`src/logic/cc_pkg.sv`:
```
package cc_pkg;

   // ----------------------------------------
   // Register byte offsets
   // ----------------------------------------
   localparam logic [7:0] OFF_PCAB = 8'h00;
   localparam logic [7:0] OFF_PCCD = 8'h04;
   localparam logic [7:0] OFF_CNT  = 8'h08;
   localparam logic [7:0] OFF_GRA  = 8'h0c;
   localparam logic [7:0] OFF_GRB  = 8'h10;
   localparam logic [7:0] OFF_GRC  = 8'h14;
   localparam logic [7:0] OFF_GRD  = 8'h18;
   localparam logic [7:0] OFF_MODE = 8'h1c;
   localparam logic [7:0] OFF_CTRL = 8'h20;
   localparam logic [7:0] OFF_IER  = 8'h24;
   localparam logic [7:0] OFF_STAT = 8'h28;

   // ----------------------------------------
   // Field positions and masks
   // ----------------------------------------
   localparam int         FUNC_LO   = 2;
   localparam int         FUNC_HI   = 6;
   localparam int         ACT_LO    = 0;
   localparam int         ACT_HI    = 4;
   localparam logic [7:0] PC_RSV    = 8'h88;
   localparam logic [7:0] PC_WR     = 8'h77;
   localparam int         BUFA_BIT  = 4;
   localparam int         BUFB_BIT  = 5;
   localparam int         COUNTER_CLEAR_ENABLE_BIT  = 7;
   localparam int         OVERFLOW_IRQ_ENABLE_BIT  = 7;
   localparam int         OVF_BIT   = 7;
   localparam logic [7:0] STAT_RSV  = 8'h70;
   localparam logic [7:0] MODE_WR   = 8'h30;
   localparam logic [7:0] CTRL_WR   = 8'h87;
   localparam logic [7:0] IER_WR    = 8'h8f;
   localparam logic [7:0] STAT_WR   = 8'h8f;
   localparam int         CKS_W     = 3;

   // ----------------------------------------
   // Reset values and codes
   // ----------------------------------------
   localparam logic [15:0] CNT_RST  = 16'h0000;
   localparam logic [15:0] CNT_MAX  = 16'hffff;
   localparam logic [15:0] GR_RST   = 16'hffff;
   localparam logic [1:0]  ACT_NONE = 2'h0;
   localparam logic [1:0]  ACT_LOW  = 2'h1;
   localparam logic [1:0]  ACT_HIGH = 2'h2;
   localparam logic [1:0]  ACT_TGL  = 2'h3;
   localparam int          BOTH_BIT = 1;
   localparam int          FALL_BIT = 0;

   // ----------------------------------------
   // Carriers
   // ----------------------------------------
   typedef struct packed {
      logic        psel;
      logic        penable;
      logic        pwrite;
      logic [7:0]  paddr;
      logic [31:0] pwdata;
   } cc_apb_req_t;

   typedef struct packed {
      logic [31:0] prdata;
      logic        pready;
      logic        pslverr;
   } cc_apb_rsp_t;

   typedef struct packed {
      logic [3:0] out;
      logic [3:0] oe_n;
   } cc_pin_t;

   typedef struct packed {
      logic       ovf;
      logic [3:0] chan;
   } cc_irq_t;

   typedef struct packed {
      logic [15:0]      cnt;
      logic [7:0]       pre;
      logic [3:0][15:0] gr;
      logic [7:0]       pcab;
      logic [7:0]       pccd;
      logic [7:0]       mode;
      logic [7:0]       ctrl;
      logic [7:0]       ier;
      logic [7:0]       flags;
      logic [7:0]       armed;
      logic [3:0]       sync1;
      logic [3:0]       sync2;
      logic [3:0]       sync3;
      cc_pin_t          pin;
      cc_irq_t          irq;
      cc_apb_rsp_t      rsp;
   } cc_state_t;

endpackage : cc_pkg

```
`src/logic/cc_timer.sv`:
```
// Notes on behaviour
// - First control byte: bit6 B, bit2 A capture
// - Second control byte: bit6 D, bit2 C capture
// - Compare action: none, low, high, toggle
// - Capture edge: rising, falling, or both
// - Reserved bits 7,3 read one; others reset zero
// - 16-bit counter, clock from three-bit select
// - Clear enable zeroes counter on A match
// - Wrap sets overflow flag, interrupt if enabled
// - Counter resets to zero
// - General registers reset to all ones
// - Compare mode match sets channel flag
// - Enabled flag raises channel interrupt request
// - Capture edge loads counter, sets flag
// - C buffers A, D buffers B when enabled
// - Buffered compare: buffer to primary on match
// - Buffered capture: primary to buffer, counter in
// - Match fires when counter leaves matching value
// - Pin at selected level stays unchanged
// - Flag clears by write zero after reading one
module cc_timer (
   input  wire logic           pclk,
   input  wire logic           presetn,
   input  wire logic           ce,
   input  wire cc_pkg::cc_apb_req_t apb_req,
   output cc_pkg::cc_apb_rsp_t apb_rsp,
   input  wire logic [3:0]     pin_in,
   output cc_pkg::cc_pin_t     pin,
   output cc_pkg::cc_irq_t     irq
);

   // ----------------------------------------
   // State
   // ----------------------------------------
   cc_pkg::cc_state_t st;
   cc_pkg::cc_state_t next_st;

   logic       tick;
   logic [7:0] pre_mask;
   logic [3:0] func;
   logic [3:0][1:0] act;
   logic [3:0] match;
   logic [3:0] rise;
   logic [3:0] fall;
   logic [3:0] cap;
   logic       clr_a;
   logic       wr_en;
   logic       rd_en;
   logic       setup;
   logic [31:0] rd_val;
   logic       rd_hit;

   assign apb_rsp = st.rsp;
   assign pin     = st.pin;
   assign irq     = st.irq;

   // ----------------------------------------
   // Count clock
   // ----------------------------------------
   // Select n counts every 2**n pclk cycles
   assign pre_mask = 8'((9'h1 << st.ctrl[cc_pkg::CKS_W-1:0]) - 9'h1);
   assign tick     = ((st.pre & pre_mask) == pre_mask);

   // ----------------------------------------
   // Per-channel events
   // ----------------------------------------
   genvar k;
   generate
      for (k = 0; k < 4; k++) begin : g_ch
         localparam int F = (k % 2 == 1) ? cc_pkg::FUNC_HI : cc_pkg::FUNC_LO;
         localparam int A = (k % 2 == 1) ? cc_pkg::ACT_HI : cc_pkg::ACT_LO;
         logic [7:0] pc;
         assign pc = (k < 2) ? st.pcab : st.pccd;
         assign func[k] = pc[F];
         assign act[k]  = pc[A+1:A];
         // Event sits on the edge that moves the count off the value
         assign match[k] = !func[k] && tick && (st.cnt == st.gr[k]);
         // Second and third stages only; first stage stays private
         assign rise[k] = st.sync2[k] && !st.sync3[k];
         assign fall[k] = !st.sync2[k] && st.sync3[k];
         assign cap[k]  = func[k] && (act[k][cc_pkg::BOTH_BIT] ? (rise[k] || fall[k]) :
                          act[k][cc_pkg::FALL_BIT] ? fall[k] : rise[k]);
      end
   endgenerate

   assign clr_a = match[0] && st.ctrl[cc_pkg::COUNTER_CLEAR_ENABLE_BIT];

   // ----------------------------------------
   // Bus decode
   // ----------------------------------------
   assign setup = apb_req.psel && !apb_req.penable;
   assign wr_en = apb_req.psel && apb_req.penable && st.rsp.pready && apb_req.pwrite;
   assign rd_en = apb_req.psel && apb_req.penable && st.rsp.pready && !apb_req.pwrite;

   always_comb begin
      rd_val = 32'h0;
      rd_hit = 1'b1;
      unique case (apb_req.paddr)
         cc_pkg::OFF_PCAB: rd_val = {24'h0, st.pcab | cc_pkg::PC_RSV};
         cc_pkg::OFF_PCCD: rd_val = {24'h0, st.pccd | cc_pkg::PC_RSV};
         cc_pkg::OFF_CNT:  rd_val = {16'h0, st.cnt};
         cc_pkg::OFF_GRA:  rd_val = {16'h0, st.gr[0]};
         cc_pkg::OFF_GRB:  rd_val = {16'h0, st.gr[1]};
         cc_pkg::OFF_GRC:  rd_val = {16'h0, st.gr[2]};
         cc_pkg::OFF_GRD:  rd_val = {16'h0, st.gr[3]};
         cc_pkg::OFF_MODE: rd_val = {24'h0, st.mode};
         cc_pkg::OFF_CTRL: rd_val = {24'h0, st.ctrl};
         cc_pkg::OFF_IER:  rd_val = {24'h0, st.ier};
         cc_pkg::OFF_STAT: rd_val = {24'h0, st.flags | cc_pkg::STAT_RSV};
         default:          rd_hit = 1'b0;
      endcase
   end

   // ----------------------------------------
   // Next state
   // ----------------------------------------
   always_comb begin
      logic [7:0] ev;
      logic [7:0] wd;
      ev      = 8'h0;
      wd      = apb_req.pwdata[7:0];
      next_st = st;

      // Synchronisers
      next_st.sync1 = pin_in;
      next_st.sync2 = st.sync1;
      next_st.sync3 = st.sync2;

      // Counter
      next_st.pre = st.pre + 8'h1;
      if (tick) begin
         next_st.cnt = clr_a ? cc_pkg::CNT_RST : st.cnt + 16'h1;
      end
      ev[cc_pkg::OVF_BIT] = tick && !clr_a && (st.cnt == cc_pkg::CNT_MAX);
      ev[3:0] = match | cap;

      // Pin actions and captures
      for (int i = 0; i < 4; i++) begin
         next_st.pin.oe_n[i] = func[i];
         if (match[i]) begin
            unique case (act[i])
               cc_pkg::ACT_NONE: next_st.pin.out[i] = st.pin.out[i];
               cc_pkg::ACT_LOW:  next_st.pin.out[i] = 1'b0;
               cc_pkg::ACT_HIGH: next_st.pin.out[i] = 1'b1;
               cc_pkg::ACT_TGL:  next_st.pin.out[i] = !st.pin.out[i];
            endcase
         end
         if (cap[i]) begin
            next_st.gr[i] = st.cnt;
         end
      end

      // Buffer pairs: A with C, B with D
      for (int i = 0; i < 2; i++) begin
         if (st.mode[cc_pkg::BUFA_BIT + i]) begin
            if (match[i]) begin
               next_st.gr[i] = st.gr[i+2];
            end
            if (cap[i]) begin
               next_st.gr[i+2] = st.gr[i];
            end
         end
      end

      // Bus response, one access cycle per transfer
      next_st.rsp.pready = setup;
      if (setup) begin
         next_st.rsp.prdata  = apb_req.pwrite ? 32'h0 : rd_val;
         next_st.rsp.pslverr = !rd_hit;
      end

      // Reading a one arms that flag for a later clear
      if (rd_en && apb_req.paddr == cc_pkg::OFF_STAT) begin
         next_st.armed = st.armed | (st.rsp.prdata[7:0] & cc_pkg::STAT_WR);
      end

      // Software writes; data writes win over hardware loads
      if (wr_en) begin
         unique case (apb_req.paddr)
            cc_pkg::OFF_PCAB: next_st.pcab = wd & cc_pkg::PC_WR;
            cc_pkg::OFF_PCCD: next_st.pccd = wd & cc_pkg::PC_WR;
            cc_pkg::OFF_CNT:  next_st.cnt = apb_req.pwdata[15:0];
            cc_pkg::OFF_GRA:  next_st.gr[0] = apb_req.pwdata[15:0];
            cc_pkg::OFF_GRB:  next_st.gr[1] = apb_req.pwdata[15:0];
            cc_pkg::OFF_GRC:  next_st.gr[2] = apb_req.pwdata[15:0];
            cc_pkg::OFF_GRD:  next_st.gr[3] = apb_req.pwdata[15:0];
            cc_pkg::OFF_MODE: next_st.mode = wd & cc_pkg::MODE_WR;
            cc_pkg::OFF_CTRL: next_st.ctrl = wd & cc_pkg::CTRL_WR;
            cc_pkg::OFF_IER:  next_st.ier = wd & cc_pkg::IER_WR;
            cc_pkg::OFF_STAT: begin
               // Write zero clears only armed bits; writing one does nothing
               next_st.flags = st.flags & ~(st.armed & ~wd);
               next_st.armed = 8'h0;
            end
            default: ;
         endcase
      end

      // Hardware set wins over a clear in the same cycle
      next_st.flags = next_st.flags | ev;

      next_st.irq.ovf  = st.flags[cc_pkg::OVF_BIT] && st.ier[cc_pkg::OVERFLOW_IRQ_ENABLE_BIT];
      next_st.irq.chan = st.flags[3:0] & st.ier[3:0];
   end

   // ----------------------------------------
   // Registers
   // ----------------------------------------
   always_ff @(posedge pclk or negedge presetn) begin
      if (!presetn) begin
         st          <= '0;
         st.cnt      <= cc_pkg::CNT_RST;
         st.gr       <= {4{cc_pkg::GR_RST}};
         st.pin.oe_n <= 4'h0;
      end else if (ce) begin
         st <= next_st;
      end
   end
endmodule : cc_timer

```
`config.mk`:
```
export PLATFORM = sky130hd
export DESIGN_NAME = cc_timer
export DESIGN_NICKNAME = d
export VERILOG_FILES = /design/src/logic/cc_pkg.sv /design/src/logic/cc_timer.sv
export SDC_FILE = /design/constraint.sdc
export NUM_CORES = 1
export LEC_CHECK = 0
export ABC_CLOCK_PERIOD_IN_PS = 3800
export BUFFER_PORTS_ARGS = -buffer_cell sky130_fd_sc_hd__buf_2
export CORE_MARGIN = 2
export CORE_UTILIZATION = 35
export DETAILED_ROUTE_END_ITERATION = 6
export GPL_TIMING_DRIVEN = 0
export HOLD_SLACK_MARGIN = 0.05
export PLACE_DENSITY = 0.51
export SYNTH_ARGS = -nofsm -noshare
export SYNTH_HDL_FRONTEND = slang
export SYNTH_SLANG_ARGS = --single-unit
export TNS_END_PERCENT = 30
```
`constraint.sdc`:
```
create_clock -name pclk -period 3.8 [get_ports pclk]
set_input_delay 0.57 -clock pclk [delete_from_list [all_inputs] [get_ports pclk]]
set_output_delay 0.57 -clock pclk [all_outputs]
set_load 0.05 [all_outputs]
```
After elaboration in Yosys (flattened, before gate mapping). Index checks and enable logic that the tools add are counted.

Add/sub/neg operators: 3. Equality and inequality tests: 28. Shift-type cells: 1. Multiplexer cells: 43. Bitwise operators: 13. Reduce and logical (&&, ||, !) cells: 70.

Operator list (count): $mux 16 (21); $pmux 16 s11 (1); $mux 120 (1); $eq 16x16->1 (4); $eq 8x5->1 const B (4); $mux 32 (1); $logic_and 1x1->1 (30); $reduce_and 3->1 (9); $and 8x8->8 (3); $eq 8x6->1 const B (3); $mux 8 (3); $logic_not 1->1 (20); $add 16x1->16 const B (1); $eq 16x16->1 const B (1); $eq 2x2->1 const B (8); $eq 8x4->1 const B (2); $not 8->8 (2); $or 8x8->8 (2); $mux 7 (2); $pmux 1 s3 (4); $reduce_or 11->1 (1); $mux 1 (9); $add 8x1->8 const B (1); $eq 2x1->1 const B (4); 12 further kinds (21).

Register bits after elaboration: 186. Input bits: 50. Output and inout bits: 47. Word-level logic and storage cells: 184.

Longest topological paths before layout.
Depth in word-level cells: 11. Depth in mapped cells: 12. Mapped depth without buffers: 10.

Worst setup path after synthesis. OpenSTA, ideal clock, no wires.

Path type: register to register. From: register st[85] (netlist name). To: register st[197] (netlist name). Setup time: 0.120 ns. Data arrival time: 2.519 ns. Required time: 3.680 ns. Slack: 1.161 ns. Stages on the path, launching flop included: 11. Path buffers: 2. Period minus slack after synthesis: 2.639 ns. Cell sequence: dfrtp_1 -> clkbuf_1 -> or3_1 -> ha_1 -> a211o_1 -> a21oi_1 -> and3b_1 -> buf_2 -> o21ai_1 -> a32o_1 -> a31o_1.

Longest elaborated chain between the ends: 11.

RTL lines: start: declaration (line cc_timer.sv:35) `cc_pkg::cc_state_t st;`; start signal: assignment (line cc_timer.sv:216) `st <= next_st;`; $shl 1x3->8 * (line cc_timer.sv:61) `assign pre_mask = 8'((9'h1 << st.ctrl[cc_pkg::CKS_W-1:0]) - 9'h1);`; $sub 8x1->8 * (line cc_timer.sv:61); $and 8x8->8 (line cc_timer.sv:62) `assign tick = ((st.pre & pre_mask) == pre_mask);`; $eq 8x8->1 * (line cc_timer.sv:62); $logic_and 1x1->1 (2 in series) (line cc_timer.sv:77) `assign match[k] = !func[k] && tick && (st.cnt == st.gr[k]);`; $logic_and 1x1->1 (line cc_timer.sv:86) `assign clr_a = match[0] && st.ctrl[cc_pkg::COUNTER_CLEAR_ENABLE_BIT];`; $mux 16 (line cc_timer.sv:132) `next_st.cnt = clr_a ? cc_pkg::CNT_RST : st.cnt + 16'h1;`; $mux 16 * (line cc_timer.sv:131) `if (tick) begin`; $mux 16 (line cc_timer.sv:179) `unique case (apb_req.paddr)`; $mux 16 * (line cc_timer.sv:178) `if (wr_en) begin`.

Mark *: on every way between the ends. The rest lies on a longest branch, timed or not. A chain may end at the register's enable or synchronous reset.

Final worst setup path.
From: register st[85] (netlist name). To: register, netlist name pin[7].

Longest elaborated chain between the ends: 7.

RTL lines (line): $shl 1x3->8 * (cc_timer.sv:61); $sub 8x1->8 * (cc_timer.sv:61); $and 8x8->8 (cc_timer.sv:62); $eq 8x8->1 * (cc_timer.sv:62); $logic_and 1x1->1 * (2 in series) (cc_timer.sv:77); $reduce_and 3->1 (no source line) *.

Marks and branches as above.

==> reports/metrics.csv <==
metric;value;unit
setup violators final;0;
Hold Violations, Final;0;
core area;30700;um2
die footprint;32700;um2
relative slew slack;0.277;
HP Class;input pin to asynchronous set/reset pin;
DRT Pass-1 Iters;7;
Routed WL;44100;um
share of layout cells above drive strength 1;0.226;
Multi-input gate area;5970;um2
Post-synth EDFFs;0;
failing checks;DRC;
Die H;181;um
arrival time worst endpoint;3.98;ns
Synth top cells by count;nand2_1 (159), dfrtp_1 (99), nor2_1 (82), o21ai_0 (73);
largest net degree at the start of global routing;84;
Final Core Density;0.404;
GRT overflow;0;
peak supply drop;342;uV
Top FF cell, synth;dfrtp_1;
Layout Area Growth over Synthesis;13.2;%
Post-Syn Area;10900;um2
H-tree depth;4;
Worst Path Required;4.18;ns
crit-path max cell delay;0.93;ns
WL/cell;25.4;um
RD Place Congestion;0.933;
CP Capture Type;register;
initial antenna violation count;1;
Seq cells post-synth;163;
io pins;97;
Clock Sinks;163;
Setup Skew;0.0126;ns
Setup crit start kind;register;
Max clock buf depth;2;
synth unique cells;68;
Synth area leaders;dfrtp_1 (23%), dfstp_2 (15%), mux2_2 (6.3%);
CTS tree;built;
GR Util All Layers;0.271;
slowest CP cell;nor3_1;
CTS buffer count;17;
clock slew at reported path FFs;0.08;ns
ANT cells;0;
worst path cell trace;clkbuf_1, or3_1, ha_1, a211o_1, a21oi_1, nand3b_1, clkbuf_1, nor3_1, a21oi_1, a31oi_1;
Gate Count Post-Synth;1237;
vias in the first global route;10000;
Setup TNS Final;0;ns
RSZ-0062 raised after global routing;false;
met1 usage;0.380;
Syn Area/Cell;8.85;um2
Final Slew Violations;0;
most common cell in the netlist;nand2_1;
crit path max fanout;10;
clk_lat worst skew;0.45;ns
post-layout worst setup margin;0.197;ns
Post-CTS Resized;0;
status;finished, violations left;
Final min period;3.60;ns
Most Crowded Layer GR;met2;
PortBufs;55;
register area share after synthesis;0.380;
PD cells;444;nW/um2
setup bufs post-CTS;0;
crit path kind;register to register;
cell taking the most area after synthesis;dfrtp_1;
Initial Util;0.357;
met3 GRT Util;0.0512;
top-area cell type share of the netlist area;0.226;
DRC Markers;4;
dpl ws;0.337;ns
DR vias;10400;
die width;181;um
MaxCap Viol Count;0;
post-detail-place hpwl;32400;um
Clk Tree Root Cell;clkbuf_16;
Rows;64;
met2 usage;0.416;
Highest Clock Rate;278;MHz
Least-Margin Pin Slew;1.08;ns
post-route ant nets;0;
FF+latch area;4160;um2
Filler Cell Count;3130;
initial DRC count;1426;
post-cts hold buffer count;0;
static leakage;0.00547;uW
routed vias/inst;5.96;
Post-synth ARST share;1.00;
synth warn;0;
Nets;1388;
first-pass GRT wire length;66700;um
final worst path period share;0.948;
where the power goes:
group	internal [uW]	leakage (uW)	switching, uW
logic	499	0.00321	837
registers	2030	0.00198	332
clock network	938	0.000283	869
total	3470	0.00547	2040
cells by family (layout without fill, tap and decap cells):
group | Yosys count | count (layout) | share of synthesized area
AOI/OAI and AO/OA | 332 | 332 | 0.205
xor gates and xnor gates | 68 | 68 | 0.0544
adders and majority gates | 11 | 11 | 0.0126
buffers and inverters | 174 | 262 | 0.0801
DFF | 163 | 163 | 0.380
muxes | 101 | 101 | 0.0993
other | 1 | 16 | 0.000343
and+or+nand+nor | 387 | 387 | 0.169
state kept, by name, indices dropped and copies added, names as in the netlist:
signal,count
apb_rsp,18
irq,5
st,112
next_st,8
pin,8
g_ch.pc,12
per-layer routing:
metal	up-vias	routed length, um
met5	-	0
met4	0	1600
met3	108	3500
met2	525	19600
met1	5099	19400
li1	4619	-
worst paths after layout:
path	end	from	slack (ns)	depth (start not counted)
worst max-delay path	pin[7]$_DFFE_PN0P_	st[85]$_DFFE_PN0P_	0.20	10
worst min-delay path	st[179]$_DFFE_PN0P_	presetn	0.11	1
worst max register to register	pin[7]$_DFFE_PN0P_	st[85]$_DFFE_PN0P_	0.20	10
worst min register to register	apb_rsp[8]$_DFFE_PN0P_	apb_rsp[8]$_DFFE_PN0P_	0.48	2
max in group asynchronous	st[143]$_DFFE_PN1P_	presetn	2.79	2
min in group pclk	next_st[53]$_DFFE_PN0P_	pin_in[2]	0.35	2
worst max-delay path, delay by kind of cell, from the launching register on:
| kind | cells | cell delay [ns] |
|---|---|---|
| AO/OA/AOI/OAI | 4 | 0.79 |
| adder cells (fa/ha/maj) | 1 | 0.28 |
| buffers and inverters | 2 | 0.53 |
| flip-flops | 1 | 0.36 |
| AND/OR/NAND/NOR | 3 | 1.58 |
cell type report:
type | instances | area share
Buffer | 148 | 0.0629
Timing Repair Buffer | 56 | 0.0252
Multi-Input combinational cell | 915 | 0.481
Inverter | 26 | 0.00787
Tap cell | 396 | 0.0400
Clock inverter | 14 | 0.0124
Clock buffer | 18 | 0.0346
Sequential cell | 163 | 0.336
metrics by stage:
stage | cell area (um2) | std cells | hold WS, ns | power, uW
after detailed placement | 11800 | 1704 | 0.472 | 3680
after floorplan | 11000 | 1252 | 0.274 | 3160
final | 12400 | 1736 | 0.105 | 5510
after global routing | 12400 | 1736 | 0.151 | 5750
after global placement | 11800 | 1703 | 0.463 | 3670
after CTS | 12400 | 1736 | 0.135 | 5490
layout by cell type, fill, tap and decap left out, types with 45 or more instances in the layout:
cell / count
a22oi_1: 45
buf_2: 81
buf_4: 48
clkbuf_1: 65
dfrtp_1: 99
dfstp_2: 64
mux2_2: 61
nand2_1: 159
nand3_1: 47
nor2_1: 82
o211ai_1: 54
o21ai_0: 73
xor2_1: 47
(Power assumes the default switching activity.)
